File: src/accel_regs_defs.svh
`ifndef ACCEL_REGS_DEFS_SVH
`define ACCEL_REGS_DEFS_SVH

// ****************************************
// Register offsets
// ****************************************
`define ADDR_READY_FLAGS 8'h00
`define ADDR_X_HIGH 8'h01
`define ADDR_X_LOW 8'h02
`define ADDR_Y_HIGH 8'h03
`define ADDR_Y_LOW 8'h04
`define ADDR_Z_HIGH 8'h05
`define ADDR_Z_LOW 8'h06

// ****************************************
// Field positions in the flag register
// ****************************************
`define BIT_X_READY 0
`define BIT_Y_READY 1
`define BIT_Z_READY 2
`define BIT_ALL_READY 3

// ****************************************
// Reset values
// ****************************************
`define RESET_FLAGS 4'h0
`define RESET_SAMPLE 14'h0000
`define RESET_BYTE 8'h00

`endif

File: src/accel_regs_pkg.sv
`default_nettype none

package accel_regs_pkg;

  // Three-axis sample set
  typedef struct packed {
    logic [13:0] x;
    logic [13:0] y;
    logic [13:0] z;
  } sample_set_t;

  // Per-axis strobes, x in bit 0
  typedef logic [2:0] axis_bits_t;

  // Register read request
  typedef struct packed {
    logic valid;
    logic [7:0] addr;
  } read_req_t;

  // Holding state of a pending low byte
  typedef enum logic [1:0] {
    HOLD_NONE,
    HOLD_X,
    HOLD_Y,
    HOLD_Z
  } hold_axis_t;

endpackage

`default_nettype wire

File: src/accel_status_and_sample_regs.sv
// Overview of operation
// - All-axes ready flag sets once every axis has a fresh sample.
// - All-axes ready flag clears after all three high bytes are read.
// - Z ready sets on new Z sample, clears on Z high read.
// - Y ready sets on new Y sample, clears on Y high read.
// - X ready sets on new X sample, clears on X high read.
// - All four ready flags read zero after reset.
// - Ready flags live at address zero, showing live status.
// - Samples are 14-bit two's-complement values.
// - Sample bytes at 0x01..0x06: X high, X low, Y, Z.
// - Low byte valid only right after its high byte read.
// - High then low read yields bytes of one sample.
// - High holds bits 13..6; low holds bits 5..0 in 7..2.
// - Enable pin low resets all register contents.
`include "accel_regs_defs.svh"
`timescale 1ns/1ps
`default_nettype none

module accel_status_and_sample_regs
(
  // Clock and reset
  input wire logic clk,
  input wire logic reset_n,
  // Enable pin, low clears contents
  input wire logic enable,
  // Sample producer
  input wire accel_regs_pkg::axis_bits_t sample_strobe,
  input wire accel_regs_pkg::sample_set_t sample_in,
  // Register read port
  input wire accel_regs_pkg::read_req_t read_req,
  output logic [7:0] read_data,
  output logic read_valid,
  // Live flag view
  output logic [3:0] ready_flags
);

  // ****************************************
  // State
  // ****************************************
  typedef struct packed {
    accel_regs_pkg::sample_set_t samples;
    logic [2:0] axis_ready;
    logic all_ready;
    logic [2:0] high_read_seen;
    accel_regs_pkg::hold_axis_t hold_axis;
    logic [7:0] held_low;
    logic [7:0] rdata;
    logic rvalid;
  } state_t;

  state_t state;
  state_t next_state;

  // High byte of a sample
  function automatic logic [7:0] high_byte(input logic [13:0] s);
    high_byte = s[13:6];
  endfunction

  // Low byte of a sample, two zero pad bits
  function automatic logic [7:0] low_byte(input logic [13:0] s);
    low_byte = {s[5:0], 2'b00};
  endfunction

  logic [2:0] high_hit;
  logic [2:0] any_fresh;

  // ****************************************
  // Next state
  // ****************************************
  always_comb
  begin
    next_state = state;
    next_state.rvalid = 1'b0;
    high_hit = 3'b000;
    if (read_req.valid)
    begin
      next_state.rvalid = 1'b1;
      next_state.hold_axis = accel_regs_pkg::HOLD_NONE;
      next_state.rdata = `RESET_BYTE;
      // Address decode, unmapped reads answer zero
      if (read_req.addr == `ADDR_READY_FLAGS)
      begin
        next_state.rdata = {4'h0, state.all_ready, state.axis_ready};
      end
      else if (read_req.addr == `ADDR_X_HIGH)
      begin
        high_hit[0] = 1'b1;
        next_state.rdata = high_byte(state.samples.x);
        next_state.held_low = low_byte(state.samples.x);
        next_state.hold_axis = accel_regs_pkg::HOLD_X;
      end
      else if (read_req.addr == `ADDR_Y_HIGH)
      begin
        high_hit[1] = 1'b1;
        next_state.rdata = high_byte(state.samples.y);
        next_state.held_low = low_byte(state.samples.y);
        next_state.hold_axis = accel_regs_pkg::HOLD_Y;
      end
      else if (read_req.addr == `ADDR_Z_HIGH)
      begin
        high_hit[2] = 1'b1;
        next_state.rdata = high_byte(state.samples.z);
        next_state.held_low = low_byte(state.samples.z);
        next_state.hold_axis = accel_regs_pkg::HOLD_Z;
      end
      else if (read_req.addr == `ADDR_X_LOW)
      begin
        if (state.hold_axis == accel_regs_pkg::HOLD_X)
          next_state.rdata = state.held_low;
      end
      else if (read_req.addr == `ADDR_Y_LOW)
      begin
        if (state.hold_axis == accel_regs_pkg::HOLD_Y)
          next_state.rdata = state.held_low;
      end
      else if (read_req.addr == `ADDR_Z_LOW)
      begin
        if (state.hold_axis == accel_regs_pkg::HOLD_Z)
          next_state.rdata = state.held_low;
      end
    end
    // New samples land; set wins over a same-cycle clear
    if (sample_strobe[0])
      next_state.samples.x = sample_in.x;
    if (sample_strobe[1])
      next_state.samples.y = sample_in.y;
    if (sample_strobe[2])
      next_state.samples.z = sample_in.z;
    next_state.axis_ready = (state.axis_ready & ~high_hit) | sample_strobe;
    // Axis flags as they stand after this cycle, same-cycle high reads counted
    any_fresh = next_state.axis_ready;
    // High reads gathered since the all-axes flag last set
    next_state.high_read_seen = state.high_read_seen | high_hit;
    if (state.all_ready && (next_state.high_read_seen == 3'b111))
    begin
      next_state.all_ready = 1'b0;
      next_state.high_read_seen = 3'b000;
    end
    if (any_fresh == 3'b111 && sample_strobe != 3'b000)
    begin
      next_state.all_ready = 1'b1;
      next_state.high_read_seen = high_hit;
    end
  end

  // ****************************************
  // Registers
  // ****************************************
  always_ff @(posedge clk)
  begin
    if (!reset_n || !enable)
    begin
      state <= '0;
      {state.all_ready, state.axis_ready} <= `RESET_FLAGS;
      state.samples <= {3{`RESET_SAMPLE}};
      state.hold_axis <= accel_regs_pkg::HOLD_NONE;
    end
    else
    begin
      state <= next_state;
    end
  end

  // Outputs
  assign read_data = state.rdata;
  assign read_valid = state.rvalid;
  assign ready_flags = {state.all_ready, state.axis_ready};

  // ****************************************
  // Assertions
  // ****************************************
  a_flags_after_reset: assert property (@(posedge clk)
    !reset_n |=> ready_flags == 4'h0)
    else $error("flags not clear after reset");

  a_x_ready_set: assert property (@(posedge clk) disable iff (!reset_n || !enable)
    sample_strobe[0] |=> ready_flags[0])
    else $error("x ready not set");

  a_y_ready_set: assert property (@(posedge clk) disable iff (!reset_n || !enable)
    sample_strobe[1] |=> ready_flags[1])
    else $error("y ready not set");

  a_z_ready_clear: assert property (@(posedge clk) disable iff (!reset_n || !enable)
    (read_req.valid && read_req.addr == `ADDR_Z_HIGH && !sample_strobe[2]) |=> !ready_flags[2])
    else $error("z ready not cleared");

  a_all_ready_set: assert property (@(posedge clk) disable iff (!reset_n || !enable)
    (sample_strobe == 3'b111) |=> ready_flags[3])
    else $error("all ready not set");

  a_read_one_cycle: assert property (@(posedge clk) disable iff (!reset_n || !enable)
    read_req.valid |=> read_valid ##1 !read_valid || $past(read_req.valid))
    else $error("read answer timing wrong");

  a_x_high_data: assert property (@(posedge clk) disable iff (!reset_n || !enable)
    (read_req.valid && read_req.addr == `ADDR_X_HIGH && !sample_strobe[0])
    |=> read_data == state.samples.x[13:6])
    else $error("x high byte wrong");

  a_low_pad_zero: assert property (@(posedge clk) disable iff (!reset_n || !enable)
    (read_valid && $past(read_req.addr) == `ADDR_Y_LOW) |-> read_data[1:0] == 2'b00)
    else $error("low byte pad not zero");

  a_low_paired: assert property (@(posedge clk) disable iff (!reset_n || !enable)
    (read_req.valid && read_req.addr == `ADDR_X_HIGH && !sample_strobe[0])
    ##1 !read_req.valid ##1 (read_req.valid && read_req.addr == `ADDR_X_LOW)
    |=> read_data == {$past(state.samples.x[5:0], 3), 2'b00})
    else $error("low byte not from held sample");

  a_random_low_zero: assert property (@(posedge clk) disable iff (!reset_n || !enable)
    (read_req.valid && read_req.addr == `ADDR_Z_LOW
     && state.hold_axis != accel_regs_pkg::HOLD_Z) |=> read_data == 8'h00)
    else $error("random low read not zero");

  a_hold_dropped: assert property (@(posedge clk) disable iff (!reset_n || !enable)
    (read_req.valid && read_req.addr == `ADDR_X_LOW
     && state.hold_axis != accel_regs_pkg::HOLD_X) |=> read_data == 8'h00)
    else $error("x low read without hold not zero");

  // ****************************************
  // Flag, enable and reset checks
  // ****************************************
  a_x_ready_clear: assert property (@(posedge clk) disable iff (!reset_n || !enable)
    (read_req.valid && read_req.addr == `ADDR_X_HIGH && !sample_strobe[0]) |=> !ready_flags[0])
    else $error("x ready not cleared");

  a_y_ready_clear: assert property (@(posedge clk) disable iff (!reset_n || !enable)
    (read_req.valid && read_req.addr == `ADDR_Y_HIGH && !sample_strobe[1]) |=> !ready_flags[1])
    else $error("y ready not cleared");

  a_z_ready_set: assert property (@(posedge clk) disable iff (!reset_n || !enable)
    sample_strobe[2] |=> ready_flags[2])
    else $error("z ready not set");

  a_all_ready_hold: assert property (@(posedge clk) disable iff (!reset_n || !enable)
    (ready_flags[3] && !(read_req.valid && (read_req.addr == `ADDR_X_HIGH
     || read_req.addr == `ADDR_Y_HIGH || read_req.addr == `ADDR_Z_HIGH))) |=> ready_flags[3])
    else $error("all ready dropped without a high read");

  a_enable_clears: assert property (@(posedge clk)
    !enable |=> ready_flags == 4'h0 && read_data == 8'h00 && !read_valid)
    else $error("enable low did not clear contents");

  a_reset_read_idle: assert property (@(posedge clk)
    !reset_n |=> read_data == 8'h00 && !read_valid)
    else $error("read port not idle after reset");

  // ****************************************
  // Read path checks
  // ****************************************
  a_status_view: assert property (@(posedge clk) disable iff (!reset_n || !enable)
    (read_req.valid && read_req.addr == `ADDR_READY_FLAGS) |=> read_data == {4'h0, $past(ready_flags)})
    else $error("status read does not show flags");

  a_y_high_data: assert property (@(posedge clk) disable iff (!reset_n || !enable)
    (read_req.valid && read_req.addr == `ADDR_Y_HIGH && !sample_strobe[1])
    |=> read_data == state.samples.y[13:6])
    else $error("y high byte wrong");

  a_z_high_data: assert property (@(posedge clk) disable iff (!reset_n || !enable)
    (read_req.valid && read_req.addr == `ADDR_Z_HIGH && !sample_strobe[2])
    |=> read_data == state.samples.z[13:6])
    else $error("z high byte wrong");

  a_unmapped_zero: assert property (@(posedge clk) disable iff (!reset_n || !enable)
    (read_req.valid && read_req.addr > `ADDR_Z_LOW) |=> read_data == 8'h00)
    else $error("unmapped read not zero");

  a_rdata_stable: assert property (@(posedge clk) disable iff (!reset_n || !enable)
    (reset_n && enable && !read_req.valid) |=> $stable(read_data))
    else $error("read data moved without a read");

  // ****************************************
  // Pairing checks
  // ****************************************
  a_y_low_paired: assert property (@(posedge clk) disable iff (!reset_n || !enable)
    (read_req.valid && read_req.addr == `ADDR_Y_HIGH)
    ##1 !read_req.valid ##1 (read_req.valid && read_req.addr == `ADDR_Y_LOW)
    |=> read_data == {$past(state.samples.y[5:0], 3), 2'b00})
    else $error("y low byte not from held sample");

  a_z_low_paired: assert property (@(posedge clk) disable iff (!reset_n || !enable)
    (read_req.valid && read_req.addr == `ADDR_Z_HIGH)
    ##1 !read_req.valid ##1 (read_req.valid && read_req.addr == `ADDR_Z_LOW)
    |=> read_data == {$past(state.samples.z[5:0], 3), 2'b00})
    else $error("z low byte not from held sample");

  // ****************************************
  // Coverage
  // ****************************************
  c_all_ready: cover property (@(posedge clk) disable iff (!reset_n) ready_flags[3]);
  c_pair_read: cover property (@(posedge clk) disable iff (!reset_n)
    (read_req.valid && read_req.addr == `ADDR_Y_HIGH)
    ##2 (read_req.valid && read_req.addr == `ADDR_Y_LOW));
  c_all_cleared: cover property (@(posedge clk) disable iff (!reset_n)
    ready_flags[3] ##1 !ready_flags[3]);
  c_enable_clear: cover property (@(posedge clk) disable iff (!reset_n)
    (ready_flags != 4'h0) ##1 !enable);
  c_hold_over_sample: cover property (@(posedge clk) disable iff (!reset_n)
    (read_req.valid && read_req.addr == `ADDR_X_HIGH) ##[1:3] sample_strobe[0]
    ##[1:3] (read_req.valid && read_req.addr == `ADDR_X_LOW));

endmodule

`default_nettype wire

File: config.mk
export PLATFORM = sky130hd
export DESIGN_NAME = accel_status_and_sample_regs
export DESIGN_NICKNAME = d
export VERILOG_FILES = /design/src/accel_regs_pkg.sv /design/src/accel_status_and_sample_regs.sv
export VERILOG_INCLUDE_DIRS = /design/src
export SDC_FILE = /design/constraint.sdc
export NUM_CORES = 1
export LEC_CHECK = 0
export ABC_CLOCK_PERIOD_IN_PS = 3150
export BUFFER_PORTS_ARGS = -buffer_cell sky130_fd_sc_hd__buf_2
export CAP_MARGIN = 20
export CELL_PAD_IN_SITES_DETAIL_PLACEMENT = 1
export CELL_PAD_IN_SITES_GLOBAL_PLACEMENT = 2
export CORE_MARGIN = 10
export CORE_UTILIZATION = 34
export DETAILED_ROUTE_END_ITERATION = 10
export HOLD_SLACK_MARGIN = 0.1
export PLACE_DENSITY_LB_ADDON = 0.1
export SYNTH_ARGS = -nofsm -noshare
export SYNTH_HDL_FRONTEND = slang
export SYNTH_SLANG_ARGS = --single-unit
File: constraint.sdc
create_clock -name clk -period 3.15 [get_ports clk]
set_clock_uncertainty 0.2 [all_clocks]
set_input_delay 0.4725 -clock clk [delete_from_list [all_inputs] [get_ports clk]]
set_output_delay 0.4725 -clock clk [all_outputs]
set_load 0.05 [all_outputs]
==> summary.md <==
| Metric | Value |
|---|---|
| Ant. Diodes | 0 |
| Clk pin slew, worst setup/hold paths | 80 ps |
| Post-synth EDFFs | 0 |
| Latest clock arrival within the worst-skew pair | between 300 and 400 ps |
| Final setup TNS | 0 ps |
| DIE HEIGHT | around 110 um |
| Compound-Gate Fraction of Synth Area | between 10% and 20% |
| R2r startpoint | state[18]$_SDFFE_PP0P_ |
| CTS tree | built |
| Netlist cell types | 40 |
| Tmin final | approximately 2200 ps |
| Gr ovfl total | 0 |
| Run status | finished, final reports clean |
| Drt pass-1 iters | 6 |
| Initial antenna violation count | 0 |
| Layout Nets | around 450 |
| Adder-Cell Fraction of Synth Area | 0% |
| Seq/Total Area, Yosys | ~43% |
| Hold slack | about 160 ps |
| Critical path depth in cells | 6 |
| Achievable Freq | 0.4618 GHz |
| Core Region | 8721 um2 |
| Mux contribution to synthesized area | 19.38% |
| Crit path to | state[20]$_SDFF_PP0_ |
| Worst slew pin tran | about 660 ps |
| Synthesized area | between 3000 and 4000 um2 |
| Slew HR | 55.90% |
| Pwr Density | 478.1 nW/um2 |
| Crit-path slowest cell | nor4b_2 |
| Die area | roughly 13000 um2 |
| Initial Util | a little over a third |
| Clk root buf | clkbuf_8 |
| Share of layout cells above drive strength 1 | between 20% and 30% |
| I/O Buffers | 69 |
| H-tree depth | 3 |
| Final HPWL DP | 7026 um |
| Largest family of logic cells by synthesized area | multiplexers |
| Worst R2R End | read_data[2]$_SDFFE_PP0P_ |
| Sink Count | 66 |
| Launch point of the worst path | read_req[0] |
| Final ANT Viol Nets | 0 |
| Asr flop ratio synth | 0% |
| Hold-fix buffers, CTS | 0 |
| Via count | around 2600 |
| Drt drc | 0 |
| YS warnings | 0 |
| Top Ports | 70 |
| Startpoint types | input port |
| Final setup violation count | 0 |
| Vias in the first global route | 2739 |
| Leakage | 0.001568 uW |
| Min-Delay Path Class | in -> reg |
| Largest net degree at the start of global routing | 32 |
| Register bit count reported by yosys | between 60 and 70 |
| Critical path class | in -> reg |
| Xor/xnor cell area share of the yosys netlist | less than 1% |
| Hold Violations, Final | 0 |
| CP Cell Sequence | buf_2, nor4b_2, and3_1, o21bai_1, and3_4, o221a_1 |
| Max-slew violations | 0 |
| Gate Count Post-Synth | about 340 |
| VDD IR-drop max | 0.0002556 V |
| Crit. End Element | register |
| FF-to-FF path depth | 5 |
| Post-CTS setup repair buffer count | 0 |
| Final period utilization | between 60% and 70% |
| Aggregate global-route resource usage | roughly 14% |
| Placed insts | roughly 500 |
| Vias/cell | 5.197 |
| Ys flop type | dfxtp_1 |
| Slowest Stage Delay on Critical Path | about 420 ps |
| Fin cells | 502 |
| WL final | around 9200 um |
| WP data required | 3190 ps |
| Max cap viols | 0 |
| Crit path DAT | roughly 2200 ps |
| Row cnt | 34 |
| Num CTS Buffers | 9 |
| Syn Area/Cell | 9.041 um2 |
| Clock Tree Buf Depth | 2 |
| Fin worst setup slack | ~1000 ps |
| Synth Area in Simple Gates | 17.33% |
| Pre-CTS setup slack | about 600 ps |
| Synth-to-layout area growth | 17.54% |
| Synthesized Nets | between 300 and 400 |
| Max Fanout on Critical Path | 15 |
| Global-route wire length before repair | approximately 15000 um |
| Die width | 114.7 um |
| Delay-heaviest family, CP | simple AND/OR/NAND/NOR gates |
| PostCTS Resize Cnt | 0 |
| R2R setup slack | 1650 ps |
| Worst path buffer plus inverter count | 1 |
| Drt wl/cell | 18.25 um |
| DR iter-0 viols | ~100 |
| Unrepaired setup endpoints after global routing | no |
| GP Congestion | roughly 0.8 |
routing by layer:
| metal | wire, um | vias up | GRT usage, % | share of wire [%] |
|---|---|---|---|---|
| met1 | 4056 | 1252 | 16.89 | 44 |
| met4 | 99 | 0 | 3.342 | 1.1 |
| met2 | 4459 | 70 | 23.56 | 49 |
| met5 | 0 | - | 0 | 0 |
| li1 | - | 1279 | - | - |
| met3 | 548 | 8 | 4.979 | 6.0 |
power breakdown:
part           total [uW]  switching, uW  internal (uW)  leakage [uW]
sequential            869           14.6            855      0.000536
clock                 650            343            306     0.0000847
combinational         193            111           81.8      0.000947
total                1710            469           1240       0.00157
logic make-up (layout without fill, tap and decap cells):
logic type                Yosys count  in the layout
and+or+nand+nor                   110            110
buffers and inverters              41             98
AOI/OAI and AO/OA                  60             60
DFF                                66             66
muxes                              59             59
xor gates and xnor gates            1              1
through the flow:
stage          total power [uW]  cell area (um2)  util [%]
2_1_floorplan              1009             3047         -
3_3_place_gp               1082             3402     39.01
3_5_place_dp               1085             3402     39.01
4_1_cts                    1737             3581     41.06
5_1_grt                    1795             3581     41.06
6_report                   1712             3581     41.06
synth_stat cells (2+ instances only):
cell type	n	share of area [%]
buf_1	5	0.62
buf_2	3	0.49
o211ai_1	2	0.49
nor2_1	55	6.8
nand3_1	5	0.82
nand2b_1	6	1.2
nor4b_2	2	0.99
nand2_1	20	2.5
and2_1	3	0.62
o21bai_1	2	0.49
nand4_1	2	0.41
mux2i_1	59	19
a22oi_1	2	0.49
and3_1	2	0.41
a21oi_1	11	1.8
o22ai_1	7	1.4
o221a_1	3	1.1
nor2b_1	7	1.4
o22a_1	3	0.86
buf_4	12	3.0
a31oi_1	10	2.1
a222oi_1	2	0.66
o21ai_0	13	2.1
dfxtp_1	66	43
clkbuf_1	15	1.8
inv_1	6	0.74
final cells by class:
class | count | area, um2
multi-input cells | 230 | 1525
clock inverters | 6 | 41.29
inverters | 6 | 22.52
fillers | 1048 | 5140
repair buffers | 76 | 397.9
clock buffers | 10 | 137.6
well taps | 108 | 135.1
flip-flops and latches | 66 | 1321
worst register-to-register path: cells and delay by family, from the launching register on:
| family | cells | cell delay (ps) |
|---|---|---|
| and+or+nand+nor | 1 | 320 |
| AOI/OAI and AO/OA | 3 | 400 |
| DFF | 1 | 370 |
| xor gates and xnor gates | 1 | 130 |
cell usage in the layout (no fill, tap or decap), types with 7 or more instances in the layout:
cell type,synthesis,final
a21oi_1,11,11
o22ai_1,7,7
nor2b_1,7,7
a31oi_1,10,10
mux2i_1,59,59
nor2_1,55,55
buf_4,12,7
nand2_1,20,19
dfxtp_1,66,66
o21ai_0,13,13
buf_2,3,69
clkbuf_8,0,10
worst min path at each step:
stage                                         start                   endpoint  slack (ps)  depth (start not counted)
after floorplan           read_data[0]$_SDFFE_PP0P_  read_data[0]$_SDFFE_PP0P_         250                          2
after global placement    read_data[1]$_SDFFE_PP0P_  read_data[1]$_SDFFE_PP0P_         260                          2
after detailed placement  read_data[1]$_SDFFE_PP0P_  read_data[1]$_SDFFE_PP0P_         270                          2
after CTS                             sample_in[31]     state[57]$_SDFFE_PP0P_         150                          3
after global routing                  sample_in[30]     state[56]$_SDFFE_PP0P_         150                          3
final                                  sample_in[0]     state[26]$_SDFFE_PP0P_         160                          3
registers in the layout (all words and copies together), names as in the netlist:
register,cells
state,53
read_data,8
ready_flags,4
read_valid,1
No activity file was read; power rests on OpenSTA's default activity.
